<file path="src/reset_supervisor_pkg.sv">
package reset_supervisor_pkg;

   // ****************************************
   // Register map
   // ****************************************
   localparam logic [7:0] ADDR_RESET_OUTPUT_CONFIG = 8'h19;
   localparam logic [7:0] ADDR_RESET_DEPENDENCY_LOW = 8'h1a;
   localparam logic [7:0] ADDR_RESET_DEPENDENCY_HIGH = 8'h1b;
   localparam logic [7:0] RESET_OUTPUT_CONFIG_RST = 8'h00;
   localparam logic [7:0] RESET_DEPENDENCY_RST = 8'h00;
   localparam logic [7:0] CONFIG_WRITE_MASK = 8'h7f;
   localparam logic [7:0] DEP_HIGH_WRITE_MASK = 8'h0f;

   // ****************************************
   // Field positions
   // ****************************************
   localparam int COND_LSB = 0;
   localparam int POLARITY_BIT = 2;
   localparam int DRIVE_BIT = 3;
   localparam int TIMEOUT_LSB = 4;

   // ****************************************
   // Trigger classes
   // ****************************************
   localparam logic [1:0] COND_UNDER = 2'h0;
   localparam logic [1:0] COND_EARLY = 2'h1;
   localparam logic [1:0] COND_OVER = 2'h2;
   localparam logic [1:0] COND_EITHER = 2'h3;

   // ****************************************
   // Channels and timing
   // ****************************************
   localparam int NUM_CH = 12;
   localparam int LOW_CH = 8;
   localparam int CNT_W = 26;
   localparam int CLK_MHZ = 25;
   localparam int TO_US_0 = 25;
   localparam int TO_US_1 = 3000;
   localparam int TO_US_2 = 3750;
   localparam int TO_US_3 = 150000;
   localparam int TO_US_4 = 300000;
   localparam int TO_US_5 = 600000;
   localparam int TO_US_6 = 1200000;
   localparam int TO_US_7 = 2400000;
   localparam int TO_CYC_0 = TO_US_0 * CLK_MHZ;
   localparam int TO_CYC_1 = TO_US_1 * CLK_MHZ;
   localparam int TO_CYC_2 = TO_US_2 * CLK_MHZ;
   localparam int TO_CYC_3 = TO_US_3 * CLK_MHZ;
   localparam int TO_CYC_4 = TO_US_4 * CLK_MHZ;
   localparam int TO_CYC_5 = TO_US_5 * CLK_MHZ;
   localparam int TO_CYC_6 = TO_US_6 * CLK_MHZ;
   localparam int TO_CYC_7 = TO_US_7 * CLK_MHZ;
   localparam logic [CNT_W-1:0] CNT_ZERO = 26'h0;
   localparam logic [CNT_W-1:0] CNT_ONE = 26'h1;

   // ****************************************
   // Fault log shutdown minimums
   // ****************************************
   localparam int SHUT_MS_FULL = 306;
   localparam int SHUT_MS_LINES = 90;
   localparam int SHUT_MS_ADC = 252;

endpackage

</file>
<file path="src/reset_release_timer.sv">
`timescale 1ns/100ps
module reset_release_timer (
   input wire logic i_sys_clk,
   input wire logic i_rst,
   input wire logic i_hold,
   input wire logic [reset_supervisor_pkg::CNT_W-1:0] i_limit,
   output logic o_expired
);

   // ****************************************
   // Quiet cycle counter
   // ****************************************
   logic [reset_supervisor_pkg::CNT_W-1:0] cnt_q;
   logic [reset_supervisor_pkg::CNT_W-1:0] cnt_d;
   logic done_q;
   logic done_d;

   always_comb begin
      cnt_d = cnt_q;
      done_d = done_q;
      if (i_hold) begin
         cnt_d = reset_supervisor_pkg::CNT_ZERO;
         done_d = 1'b0;
      end else if (cnt_q < i_limit) begin
         cnt_d = cnt_q + reset_supervisor_pkg::CNT_ONE;
      end else begin
         done_d = 1'b1;
      end
   end

   always_ff @(posedge i_sys_clk or posedge i_rst) begin
      if (i_rst) begin
         cnt_q <= reset_supervisor_pkg::CNT_ZERO;
         done_q <= 1'b0;
      end else begin
         cnt_q <= cnt_d;
         done_q <= done_d;
      end
   end

   // Once released, a longer timeout written later does not reassert
   assign o_expired = !i_hold && (done_q || (cnt_q >= i_limit));

endmodule

</file>
<file path="src/supervisor_reset_output.sv">
`timescale 1ns/100ps
// What this block does
// Reset held through power-up and power-down; released after timeout post-sequence.
// Power-up done when a final-slot input rises above undervoltage.
// No final-slot inputs: power-up done when slot delay expires.
// Inputs with any critical-fault enable also drive reset.
// Condition field selects undervoltage, early warning, overvoltage or either.
// Config bit 2 sets polarity: 0 active-low, 1 active-high.
// Config bit 3 sets drive: 0 push-pull, 1 open-drain.
// Timeout field bits 6:4 picks release delay, 25us to 2400ms.
// Dependency bits pick inputs; high register only on twelve-channel part.
// Manual reset mode: low on pin four asserts reset.
// Host keeps supplies off 306, 90 or 252 ms after fault log.
// Dependent mode: watchdog idle until sequencing done and reset released.
// Independent mode: watchdog runs once supply good and boot finished.
// Watchdog mode bit: 0 dependent, 1 independent.
// Any over/undervoltage during power-up or power-down kills enables.
// Trigger during timeout keeps reset and restarts full timeout.
module supervisor_reset_output #(
   parameter logic [181:0] TO_CYC_TAB = {
      26'(reset_supervisor_pkg::TO_CYC_7),
      26'(reset_supervisor_pkg::TO_CYC_6),
      26'(reset_supervisor_pkg::TO_CYC_5),
      26'(reset_supervisor_pkg::TO_CYC_4),
      26'(reset_supervisor_pkg::TO_CYC_3),
      26'(reset_supervisor_pkg::TO_CYC_2),
      26'(reset_supervisor_pkg::TO_CYC_1)}
) (
   input wire logic i_sys_clk,
   input wire logic i_rst,
   input wire logic i_reg_wr,
   input wire logic [7:0] i_reg_addr,
   input wire logic [7:0] i_reg_wdata,
   input wire logic i_twelve_ch,
   input wire logic i_supply_ok,
   input wire logic i_boot_done,
   input wire logic i_power_up_active,
   input wire logic i_power_down_active,
   input wire logic [11:0] i_slot12_assign,
   input wire logic [11:0] i_above_uv,
   input wire logic i_slot_delay_done,
   input wire logic [11:0] i_uv_fault,
   input wire logic [11:0] i_ew_fault,
   input wire logic [11:0] i_ov_fault,
   input wire logic [11:0] i_crit_en,
   input wire logic i_wd_indep_mode,
   input wire logic i_mr_enable,
   input wire logic i_general_io_four,
   output logic o_reset_out,
   output logic o_reset_oe,
   output logic o_reset_active,
   output logic o_power_up_done,
   output logic o_watchdog_active,
   output logic o_seq_enable_kill,
   output logic [7:0] o_reg_rdata
);

   // ****************************************
   // Helpers
   // ****************************************
   function automatic logic [11:0] class_faults(input logic [1:0] cond,
         input logic [11:0] uv, input logic [11:0] ew,
         input logic [11:0] ov);
      logic [11:0] f;
      f = uv;
      unique case (cond)
         reset_supervisor_pkg::COND_UNDER: f = uv;
         reset_supervisor_pkg::COND_EARLY: f = ew;
         reset_supervisor_pkg::COND_OVER: f = ov;
         reset_supervisor_pkg::COND_EITHER: f = uv | ov;
      endcase
      return f;
   endfunction

   function automatic logic [25:0] timeout_cycles(input logic [2:0] code);
      logic [25:0] c;
      c = 26'(reset_supervisor_pkg::TO_CYC_0);
      unique case (code)
         3'h0: c = 26'(reset_supervisor_pkg::TO_CYC_0);
         3'h1: c = TO_CYC_TAB[25:0];
         3'h2: c = TO_CYC_TAB[51:26];
         3'h3: c = TO_CYC_TAB[77:52];
         3'h4: c = TO_CYC_TAB[103:78];
         3'h5: c = TO_CYC_TAB[129:104];
         3'h6: c = TO_CYC_TAB[155:130];
         3'h7: c = TO_CYC_TAB[181:156];
      endcase
      return c;
   endfunction

   // ****************************************
   // Registers
   // ****************************************
   logic [7:0] cfg_q, cfg_d, dep_lo_q, dep_lo_d, dep_hi_q, dep_hi_d;
   logic [7:0] rdata_d;

   always_comb begin
      cfg_d = cfg_q;
      dep_lo_d = dep_lo_q;
      dep_hi_d = dep_hi_q;
      if (i_reg_wr) begin
         unique case (i_reg_addr)
            reset_supervisor_pkg::ADDR_RESET_OUTPUT_CONFIG:
               cfg_d = i_reg_wdata & reset_supervisor_pkg::CONFIG_WRITE_MASK;
            reset_supervisor_pkg::ADDR_RESET_DEPENDENCY_LOW:
               dep_lo_d = i_reg_wdata;
            reset_supervisor_pkg::ADDR_RESET_DEPENDENCY_HIGH:
               dep_hi_d = i_reg_wdata & reset_supervisor_pkg::DEP_HIGH_WRITE_MASK;
            default: ;
         endcase
      end
      unique case (i_reg_addr)
         reset_supervisor_pkg::ADDR_RESET_OUTPUT_CONFIG: rdata_d = cfg_q;
         reset_supervisor_pkg::ADDR_RESET_DEPENDENCY_LOW: rdata_d = dep_lo_q;
         reset_supervisor_pkg::ADDR_RESET_DEPENDENCY_HIGH: rdata_d = dep_hi_q;
         default: rdata_d = 8'h00;
      endcase
   end

   always_ff @(posedge i_sys_clk or posedge i_rst) begin
      if (i_rst) begin
         cfg_q <= reset_supervisor_pkg::RESET_OUTPUT_CONFIG_RST;
         dep_lo_q <= reset_supervisor_pkg::RESET_DEPENDENCY_RST;
         dep_hi_q <= reset_supervisor_pkg::RESET_DEPENDENCY_RST;
         o_reg_rdata <= 8'h00;
      end else begin
         cfg_q <= cfg_d;
         dep_lo_q <= dep_lo_d;
         dep_hi_q <= dep_hi_d;
         o_reg_rdata <= rdata_d;
      end
   end

   // ****************************************
   // Manual reset pin synchroniser
   // ****************************************
   logic mr_meta_q, mr_sync_q;

   always_ff @(posedge i_sys_clk or posedge i_rst) begin
      if (i_rst) begin
         mr_meta_q <= 1'b1;
         mr_sync_q <= 1'b1;
      end else begin
         mr_meta_q <= i_general_io_four;
         mr_sync_q <= mr_meta_q;
      end
   end

   // ****************************************
   // Trigger and sequence status
   // ****************************************
   logic [11:0] dep_mask, sel_mask, faults;
   logic trig, mr_low, pu_complete, hold_req, expired;
   logic pu_done_q, pu_done_d;

   always_comb begin
      dep_mask = {dep_hi_q[3:0] & {4{i_twelve_ch}}, dep_lo_q};
      sel_mask = (dep_mask | i_crit_en) & {{4{i_twelve_ch}}, 8'hff};
      faults = class_faults(cfg_q[1:0], i_uv_fault, i_ew_fault,
         i_ov_fault);
      trig = |(faults & sel_mask);
      mr_low = i_mr_enable && !mr_sync_q;
      pu_complete = (|(i_slot12_assign & i_above_uv)) ||
         ((i_slot12_assign == 12'h000) && i_slot_delay_done);
      pu_done_d = pu_done_q;
      if (i_power_down_active || !i_supply_ok) begin
         pu_done_d = 1'b0;
      end else if (i_power_up_active && pu_complete) begin
         pu_done_d = 1'b1;
      end
      hold_req = !pu_done_q || i_power_down_active || trig || mr_low;
   end

   reset_release_timer u_timer (
      .i_sys_clk(i_sys_clk),
      .i_rst(i_rst),
      .i_hold(hold_req),
      .i_limit(timeout_cycles(cfg_q[6:4])),
      .o_expired(expired)
   );

   // ****************************************
   // Outputs
   // ****************************************
   logic active_d, level_d, oe_d, wd_d, kill_d;

   always_comb begin
      active_d = !expired;
      level_d = cfg_q[reset_supervisor_pkg::POLARITY_BIT] ? active_d
         : !active_d;
      oe_d = 1'b1;
      if (cfg_q[reset_supervisor_pkg::DRIVE_BIT]) begin
         oe_d = !level_d;
         level_d = 1'b0;
      end
      if (i_wd_indep_mode) begin
         wd_d = i_supply_ok && i_boot_done;
      end else begin
         wd_d = pu_done_d && !active_d;
      end
      kill_d = (i_power_up_active || i_power_down_active) &&
         (|(i_uv_fault | i_ov_fault));
   end

   always_ff @(posedge i_sys_clk or posedge i_rst) begin
      if (i_rst) begin
         pu_done_q <= 1'b0;
         o_reset_active <= 1'b1;
         o_reset_out <= 1'b0;
         o_reset_oe <= 1'b1;
         o_power_up_done <= 1'b0;
         o_watchdog_active <= 1'b0;
         o_seq_enable_kill <= 1'b0;
      end else begin
         pu_done_q <= pu_done_d;
         o_reset_active <= active_d;
         o_reset_out <= level_d;
         o_reset_oe <= oe_d;
         o_power_up_done <= pu_done_d;
         o_watchdog_active <= wd_d;
         o_seq_enable_kill <= kill_d;
      end
   end

   // ****************************************
   // Checks
   // ****************************************
   logic [25:0] quiet_run_q;

   always_ff @(posedge i_sys_clk or posedge i_rst) begin
      if (i_rst) begin
         quiet_run_q <= 26'h0;
      end else if (hold_req) begin
         quiet_run_q <= 26'h0;
      end else if (quiet_run_q != 26'h3ffffff) begin
         quiet_run_q <= quiet_run_q + 26'h1;
      end
   end

   property p_held_until_done;
      @(posedge i_sys_clk) disable iff (i_rst)
      (!pu_done_q || i_power_down_active) |=> o_reset_active;
   endproperty
   a_held_until_done: assert property (p_held_until_done)
      else $error("reset released before power-up done");

   property p_slot_rise;
      @(posedge i_sys_clk) disable iff (i_rst)
      (i_power_up_active && !i_power_down_active && i_supply_ok &&
         |(i_slot12_assign & i_above_uv)) |=> pu_done_q;
   endproperty
   a_slot_rise: assert property (p_slot_rise)
      else $error("final slot rise did not complete power-up");

   property p_slot_delay;
      @(posedge i_sys_clk) disable iff (i_rst)
      (i_power_up_active && !i_power_down_active && i_supply_ok &&
         i_slot12_assign == 12'h000 && i_slot_delay_done) |=> pu_done_q;
   endproperty
   a_slot_delay: assert property (p_slot_delay)
      else $error("slot delay did not complete power-up");

   property p_crit_input;
      @(posedge i_sys_clk) disable iff (i_rst)
      (|(faults & i_crit_en & 12'h0ff)) |=> o_reset_active;
   endproperty
   a_crit_input: assert property (p_crit_input)
      else $error("critical input fault did not assert reset");

   property p_cond_over;
      @(posedge i_sys_clk) disable iff (i_rst)
      (cfg_q[1:0] == 2'h2 && |(i_ov_fault & {4'h0, dep_lo_q})) |=>
         o_reset_active;
   endproperty
   a_cond_over: assert property (p_cond_over)
      else $error("overvoltage class did not assert reset");

   property p_polarity;
      @(posedge i_sys_clk) disable iff (i_rst)
      (!cfg_q[3] && $stable(cfg_q)) |->
         (o_reset_out == (cfg_q[2] ? o_reset_active : !o_reset_active));
   endproperty
   a_polarity: assert property (p_polarity)
      else $error("reset level does not match polarity");

   property p_open_drain;
      @(posedge i_sys_clk) disable iff (i_rst)
      (cfg_q[3] && $stable(cfg_q)) |-> (!o_reset_out &&
         o_reset_oe == (cfg_q[2] ? !o_reset_active : o_reset_active));
   endproperty
   a_open_drain: assert property (p_open_drain)
      else $error("open-drain drive wrong");

   property p_timeout_length;
      @(posedge i_sys_clk) disable iff (i_rst)
      ($fell(o_reset_active) && $stable(cfg_q)) |->
         ($past(quiet_run_q) >= timeout_cycles(cfg_q[6:4]));
   endproperty
   a_timeout_length: assert property (p_timeout_length)
      else $error("reset released before full timeout");

   property p_manual;
      @(posedge i_sys_clk) disable iff (i_rst)
      (i_mr_enable && !mr_sync_q) |=> o_reset_active;
   endproperty
   a_manual: assert property (p_manual)
      else $error("manual reset did not assert reset");

   property p_wd_dependent;
      @(posedge i_sys_clk) disable iff (i_rst)
      ($past(i_wd_indep_mode) == 1'b0 && o_watchdog_active) |->
         (!o_reset_active && o_power_up_done);
   endproperty
   a_wd_dependent: assert property (p_wd_dependent)
      else $error("dependent watchdog active too early");

   property p_wd_independent;
      @(posedge i_sys_clk) disable iff (i_rst)
      (i_wd_indep_mode && i_supply_ok && i_boot_done) |=> o_watchdog_active;
   endproperty
   a_wd_independent: assert property (p_wd_independent)
      else $error("independent watchdog not active");

   property p_enable_kill;
      @(posedge i_sys_clk) disable iff (i_rst)
      (i_power_up_active && |i_uv_fault) |=> o_seq_enable_kill;
   endproperty
   a_enable_kill: assert property (p_enable_kill)
      else $error("sequence enables not killed on fault");

endmodule

</file>
<file path="config.mk">
export PLATFORM = sky130hd
export DESIGN_NAME = supervisor_reset_output
export DESIGN_NICKNAME = d
export VERILOG_FILES = /design/src/reset_supervisor_pkg.sv /design/src/reset_release_timer.sv /design/src/supervisor_reset_output.sv
export SDC_FILE = /design/constraint.sdc
export NUM_CORES = 1
export LEC_CHECK = 0
export ABC_AREA = 0
export BUFFER_PORTS_ARGS = -buffer_cell sky130_fd_sc_hd__buf_2
export CORE_MARGIN = 5
export CORE_UTILIZATION = 35
export DETAILED_ROUTE_END_ITERATION = 12
export PLACE_DENSITY_LB_ADDON = 0.12
export SKIP_CTS_REPAIR_TIMING = 1
export SYNTH_ARGS = -nofsm -noshare
export SYNTH_HDL_FRONTEND = slang
export SYNTH_SLANG_ARGS = --single-unit
</file>
<file path="constraint.sdc">
create_clock -name i_sys_clk -period 3.05 [get_ports i_sys_clk]
set_input_delay 0.305 -clock i_sys_clk [delete_from_list [all_inputs] [get_ports i_sys_clk]]
set_output_delay 0.305 -clock i_sys_clk [all_outputs]
set_load 0.01 [all_outputs]
</file>
==> metrics.cfg <==
[run_status]
outcome = complete, but fails checks
violated_checks = setup timing

[sta]
layout_setup_ws_ns = -0.0595
max_slew.worst_pin.slew_ns = 0.733
period_utilization_post_route_pct = 102
final-setup-viol-count = 10
slew-limit-headroom_pct = 51.1
finalMaxSlewViolations = 0
post-route-min-period_ns = 3.11
timing.fmax_mhz = 322
final-hold-violation-count = 0
clock_skew_ns = 0.00597
rsz0062_at_grt = yes

[yosys]
post-synth-top-count-cell = dfrtp_1
synth_top_area_share_pct = 34.6
synth_xor_area_share_pct = 2.71
synth.avg_cell_area_sq_um = 9.14
post-synth-top-area-cell = dfrtp_1
ys_ff_latch = 62
synth_edf_count = 0
share_of_the_synthesized_area_in_compound_gates_ao_oa_aoi_oai_pct = 14.3
syn_area_sq_mm = 0.00420
synth_area_leaders = dfrtp_1 (35%), ha_1 (9.8%), mux2_2 (8.9%)
seq_area_frac_synth_pct = 37.1
netlist_instances = 459
synth-main-ff-cell = dfrtp_1
ys_top_cells_by_count = dfrtp_1 (58), nor2_1 (41), nand2_1 (38)
synth_top_family_by_area = simple AND/OR/NAND/NOR gates
synth_cell_types = 47
synth_async_sr_flop_share_pct = 100
synthesis.nets = 592
warnings_synthesis = 0
post_synth_fa_ha_maj_area_fraction_pct = 9.84
simple_gate_share_of_the_synthesized_area_pct = 23.9
yosys-mux-area-fraction_pct = 9.33

[flow_run]
max-cap-violations = 0

[worst_hold_path]
hp-class = input port to flop
min_from = i_general_io_four

[critical_path]
timing.setup.critical_path_class = flop to flop
worst-endpoint-arrival_ns = 3.37
critPathLaunch = cfg_q[5]
rr_endpoint = u_timer.cnt_q[18]
crit_path_end_kind = flop
worstPathCellList = buf_6 > ha_4 > nand2b_1 > nand2_1 > ha_2 > a221oi_2 > nand2_1 > a311oi_2 > o21ai_2 > or4_4 > or3_4 > a21oi_2
setup.worst_path.end = u_timer.cnt_q[18]
timing.reg2reg.setup_slack_ns = -0.06
worst_r2r_path_depth = 12
critical-path-max-stage-delay_ns = 0.58
reg2reg_from = cfg_q[5]
timing.critical_path.max_delay_family = simple AND/OR/NAND/NOR gates
timing.critical_path.buf_inv = 1
critical_path.slowest_cell = or4_4
required_ns = 3.31
crit_top_cell = nand2_1
startpoint_type = flop
crit_cells = 12
critPathMaxFanout = 6

[grt]
via_count_of_the_first_global_routing_pass = 4061
wire_length_of_the_first_global_routing_pass_mm = 20.1
grt_max_degree = 56
grt_antenna_before_repair = 0
total_gr_overflow = 0
grt_usage_pct = 17.5

[floorplanning]
fp.dieArea_sq_mm = 0.0143
std_cell_rows = 40
pin_count = 114
fp.dieH_microns = 120
design.core.area_sq_mm = 0.0119
initial_utilization_pct = 35.4
die_width_microns = 120

[clock_tree]
htreeDepth = 3
cts_buffers = 9
clock_pin_slew_of_the_registers_on_the_worst_case_setup_and_hold_paths_ns = 0.05
clkSinkCount = 62
clk_root_buffer_cell = clkbuf_16
ctsLongestPathBuffers = 2
cts_tree = yes
clk_latency_ns = 0.33

[power]
power.share.clock_pct = 47.5
p_comb_share_pct = 14.3
power.switching_w = 0.000542
power_density_mw_per_mm2 = 393
post-layout-total-power_w = 0.00225
vdd_drop_max_uv = 444
p_sw_share_pct = 24.1
total_leakage_power_nw = 2.58
internal_power_w = 0.00171
seq_power_share_pct = 38.1

[placement]
worst_slack_after_detailed_placement_ns = -0.157
hpwlAfterDp_mm = 9.70
routabilityCongestion = 0.885
port_buffers = 113

[final_layout]
layout.nets = 739
syn_to_final_growth_pct = 36.5
antenna_cells = 0
multiInputGateArea_sq_mm = 0.00274
final_layout_size_suffix_gt1_share_pct = 41.7
layout.filler_cells = 1155
regArea_sq_mm = 0.00156

[routing]
drt_first_iter_violations = 226
drt_pre_antenna_iters = 4
avgRoutedWirePerCell_microns = 16.8
route.vias.total = 4080
detail-route-antenna-nets = 0
via_per_inst = 5.38
postRouteWirelength_mm = 12.7
drc = 0

## cells in the final DEF (no fill, tap or decap), drive strengths merged, types with 14 or more instances in the layout
| cell | n |
|---|---|
| a22oi | 21 |
| mux2 | 33 |
| nor2 | 41 |
| ha | 33 |
| nand3 | 18 |
| o21ai | 23 |
| buf | 153 |
| nor4 | 14 |
| dfrtp | 58 |
| a21oi | 37 |
| nand2 | 38 |
## logic make-up (layout without fill, tap and decap cells)
| family | count (synthesis) | in the layout |
|---|---|---|
| simple gates | 189 | 189 |
| compound gates | 99 | 99 |
| flops | 62 | 62 |
| mux | 35 | 35 |
| fa+ha+maj | 33 | 33 |
| buf+inv | 28 | 180 |
| xor+xnor | 13 | 13 |
## cell type report
class,instances,share of cell area (%)
Inverter,10,0.743
Multi-Input combinational cell,369,47.8
Sequential cell,62,27.2
Clock inverter,3,0.743
Clock buffer,13,4.72
Timing Repair Buffer,154,15.5
Tap cell,147,3.21
## worst register-to-register path, stage by stage (launching register included)
cell	delay (ns)
dfrtp_2	0.47
buf_6	0.16
ha_4	0.15
nand2b_1	0.09
nand2_1	0.07
ha_2	0.19
a221oi_2	0.26
nand2_1	0.12
a311oi_2	0.32
o21ai_2	0.17
or4_4	0.58
or3_4	0.35
a21oi_2	0.13
## layer usage
| layer | GRT usage, % | up-vias | wire length [microns] |
|---|---|---|---|
| met5 | 0 | - | 0 |
| li1 | - | 2001 | - |
| met4 | 5.08 | 0 | 202 |
| met2 | 27.6 | 84 | 6180 |
| met3 | 4.52 | 16 | 592 |
| met1 | 23.7 | 1979 | 5760 |
## power by group through the flow
| stage | registers (W) | clock network, W | logic (W) |
|---|---|---|---|
| after floorplan | 0.000866 | 0 | 0.000139 |
| final | 0.000859 | 0.00107 | 0.000323 |
| after detailed placement | 0.000871 | 0 | 0.000291 |
| after CTS | 0.000857 | 0.00110 | 0.000293 |
| after global placement | 0.000870 | 0 | 0.000288 |
| after global routing | 0.000861 | 0.00113 | 0.000359 |
## metrics by stage
step | TNS [ns] | instances | util, % | hold WS, ns | instance area (sq um)
final | -0.408 | 758 | 48.3 | 0.0702 | 5730
after detailed placement | -1.66 | 735 | 43.2 | 0.209 | 5120
after CTS | -1.85 | 751 | 45.8 | -0.150 | 5430
after global placement | -0.514 | 735 | 43.2 | 0.204 | 5120
after global routing | -0.999 | 758 | 48.3 | 0.0564 | 5730
after floorplan | 0 | 459 | - | 0.309 | 4200
## worst min path at each step
stage,end,slack (ns),depth (start not counted)
after global routing,mr_meta_q,0.06,1
after floorplan,mr_meta_q,0.31,0
after global placement,o_reset_out,0.20,2
after CTS,o_reset_out,-0.15,2
final,mr_meta_q,0.07,1
after detailed placement,o_reset_out,0.21,2
## state kept, by name (all words and copies together), names as in the netlist
| register | cells |
|---|---|
| u_timer.cnt_q | 26 |
| dep_lo_q | 8 |
| o_reg_rdata | 8 |
| cfg_q | 7 |
| dep_hi_q | 4 |
| mr_meta_q | 1 |
| mr_sync_q | 1 |
| o_reset_active | 1 |
| o_reset_oe | 1 |
| o_reset_out | 1 |
| o_seq_enable_kill | 1 |
| o_watchdog_active | 1 |
| pu_done_q | 1 |
| u_timer.done_q | 1 |
No activity file was read; power rests on OpenSTA's default activity.
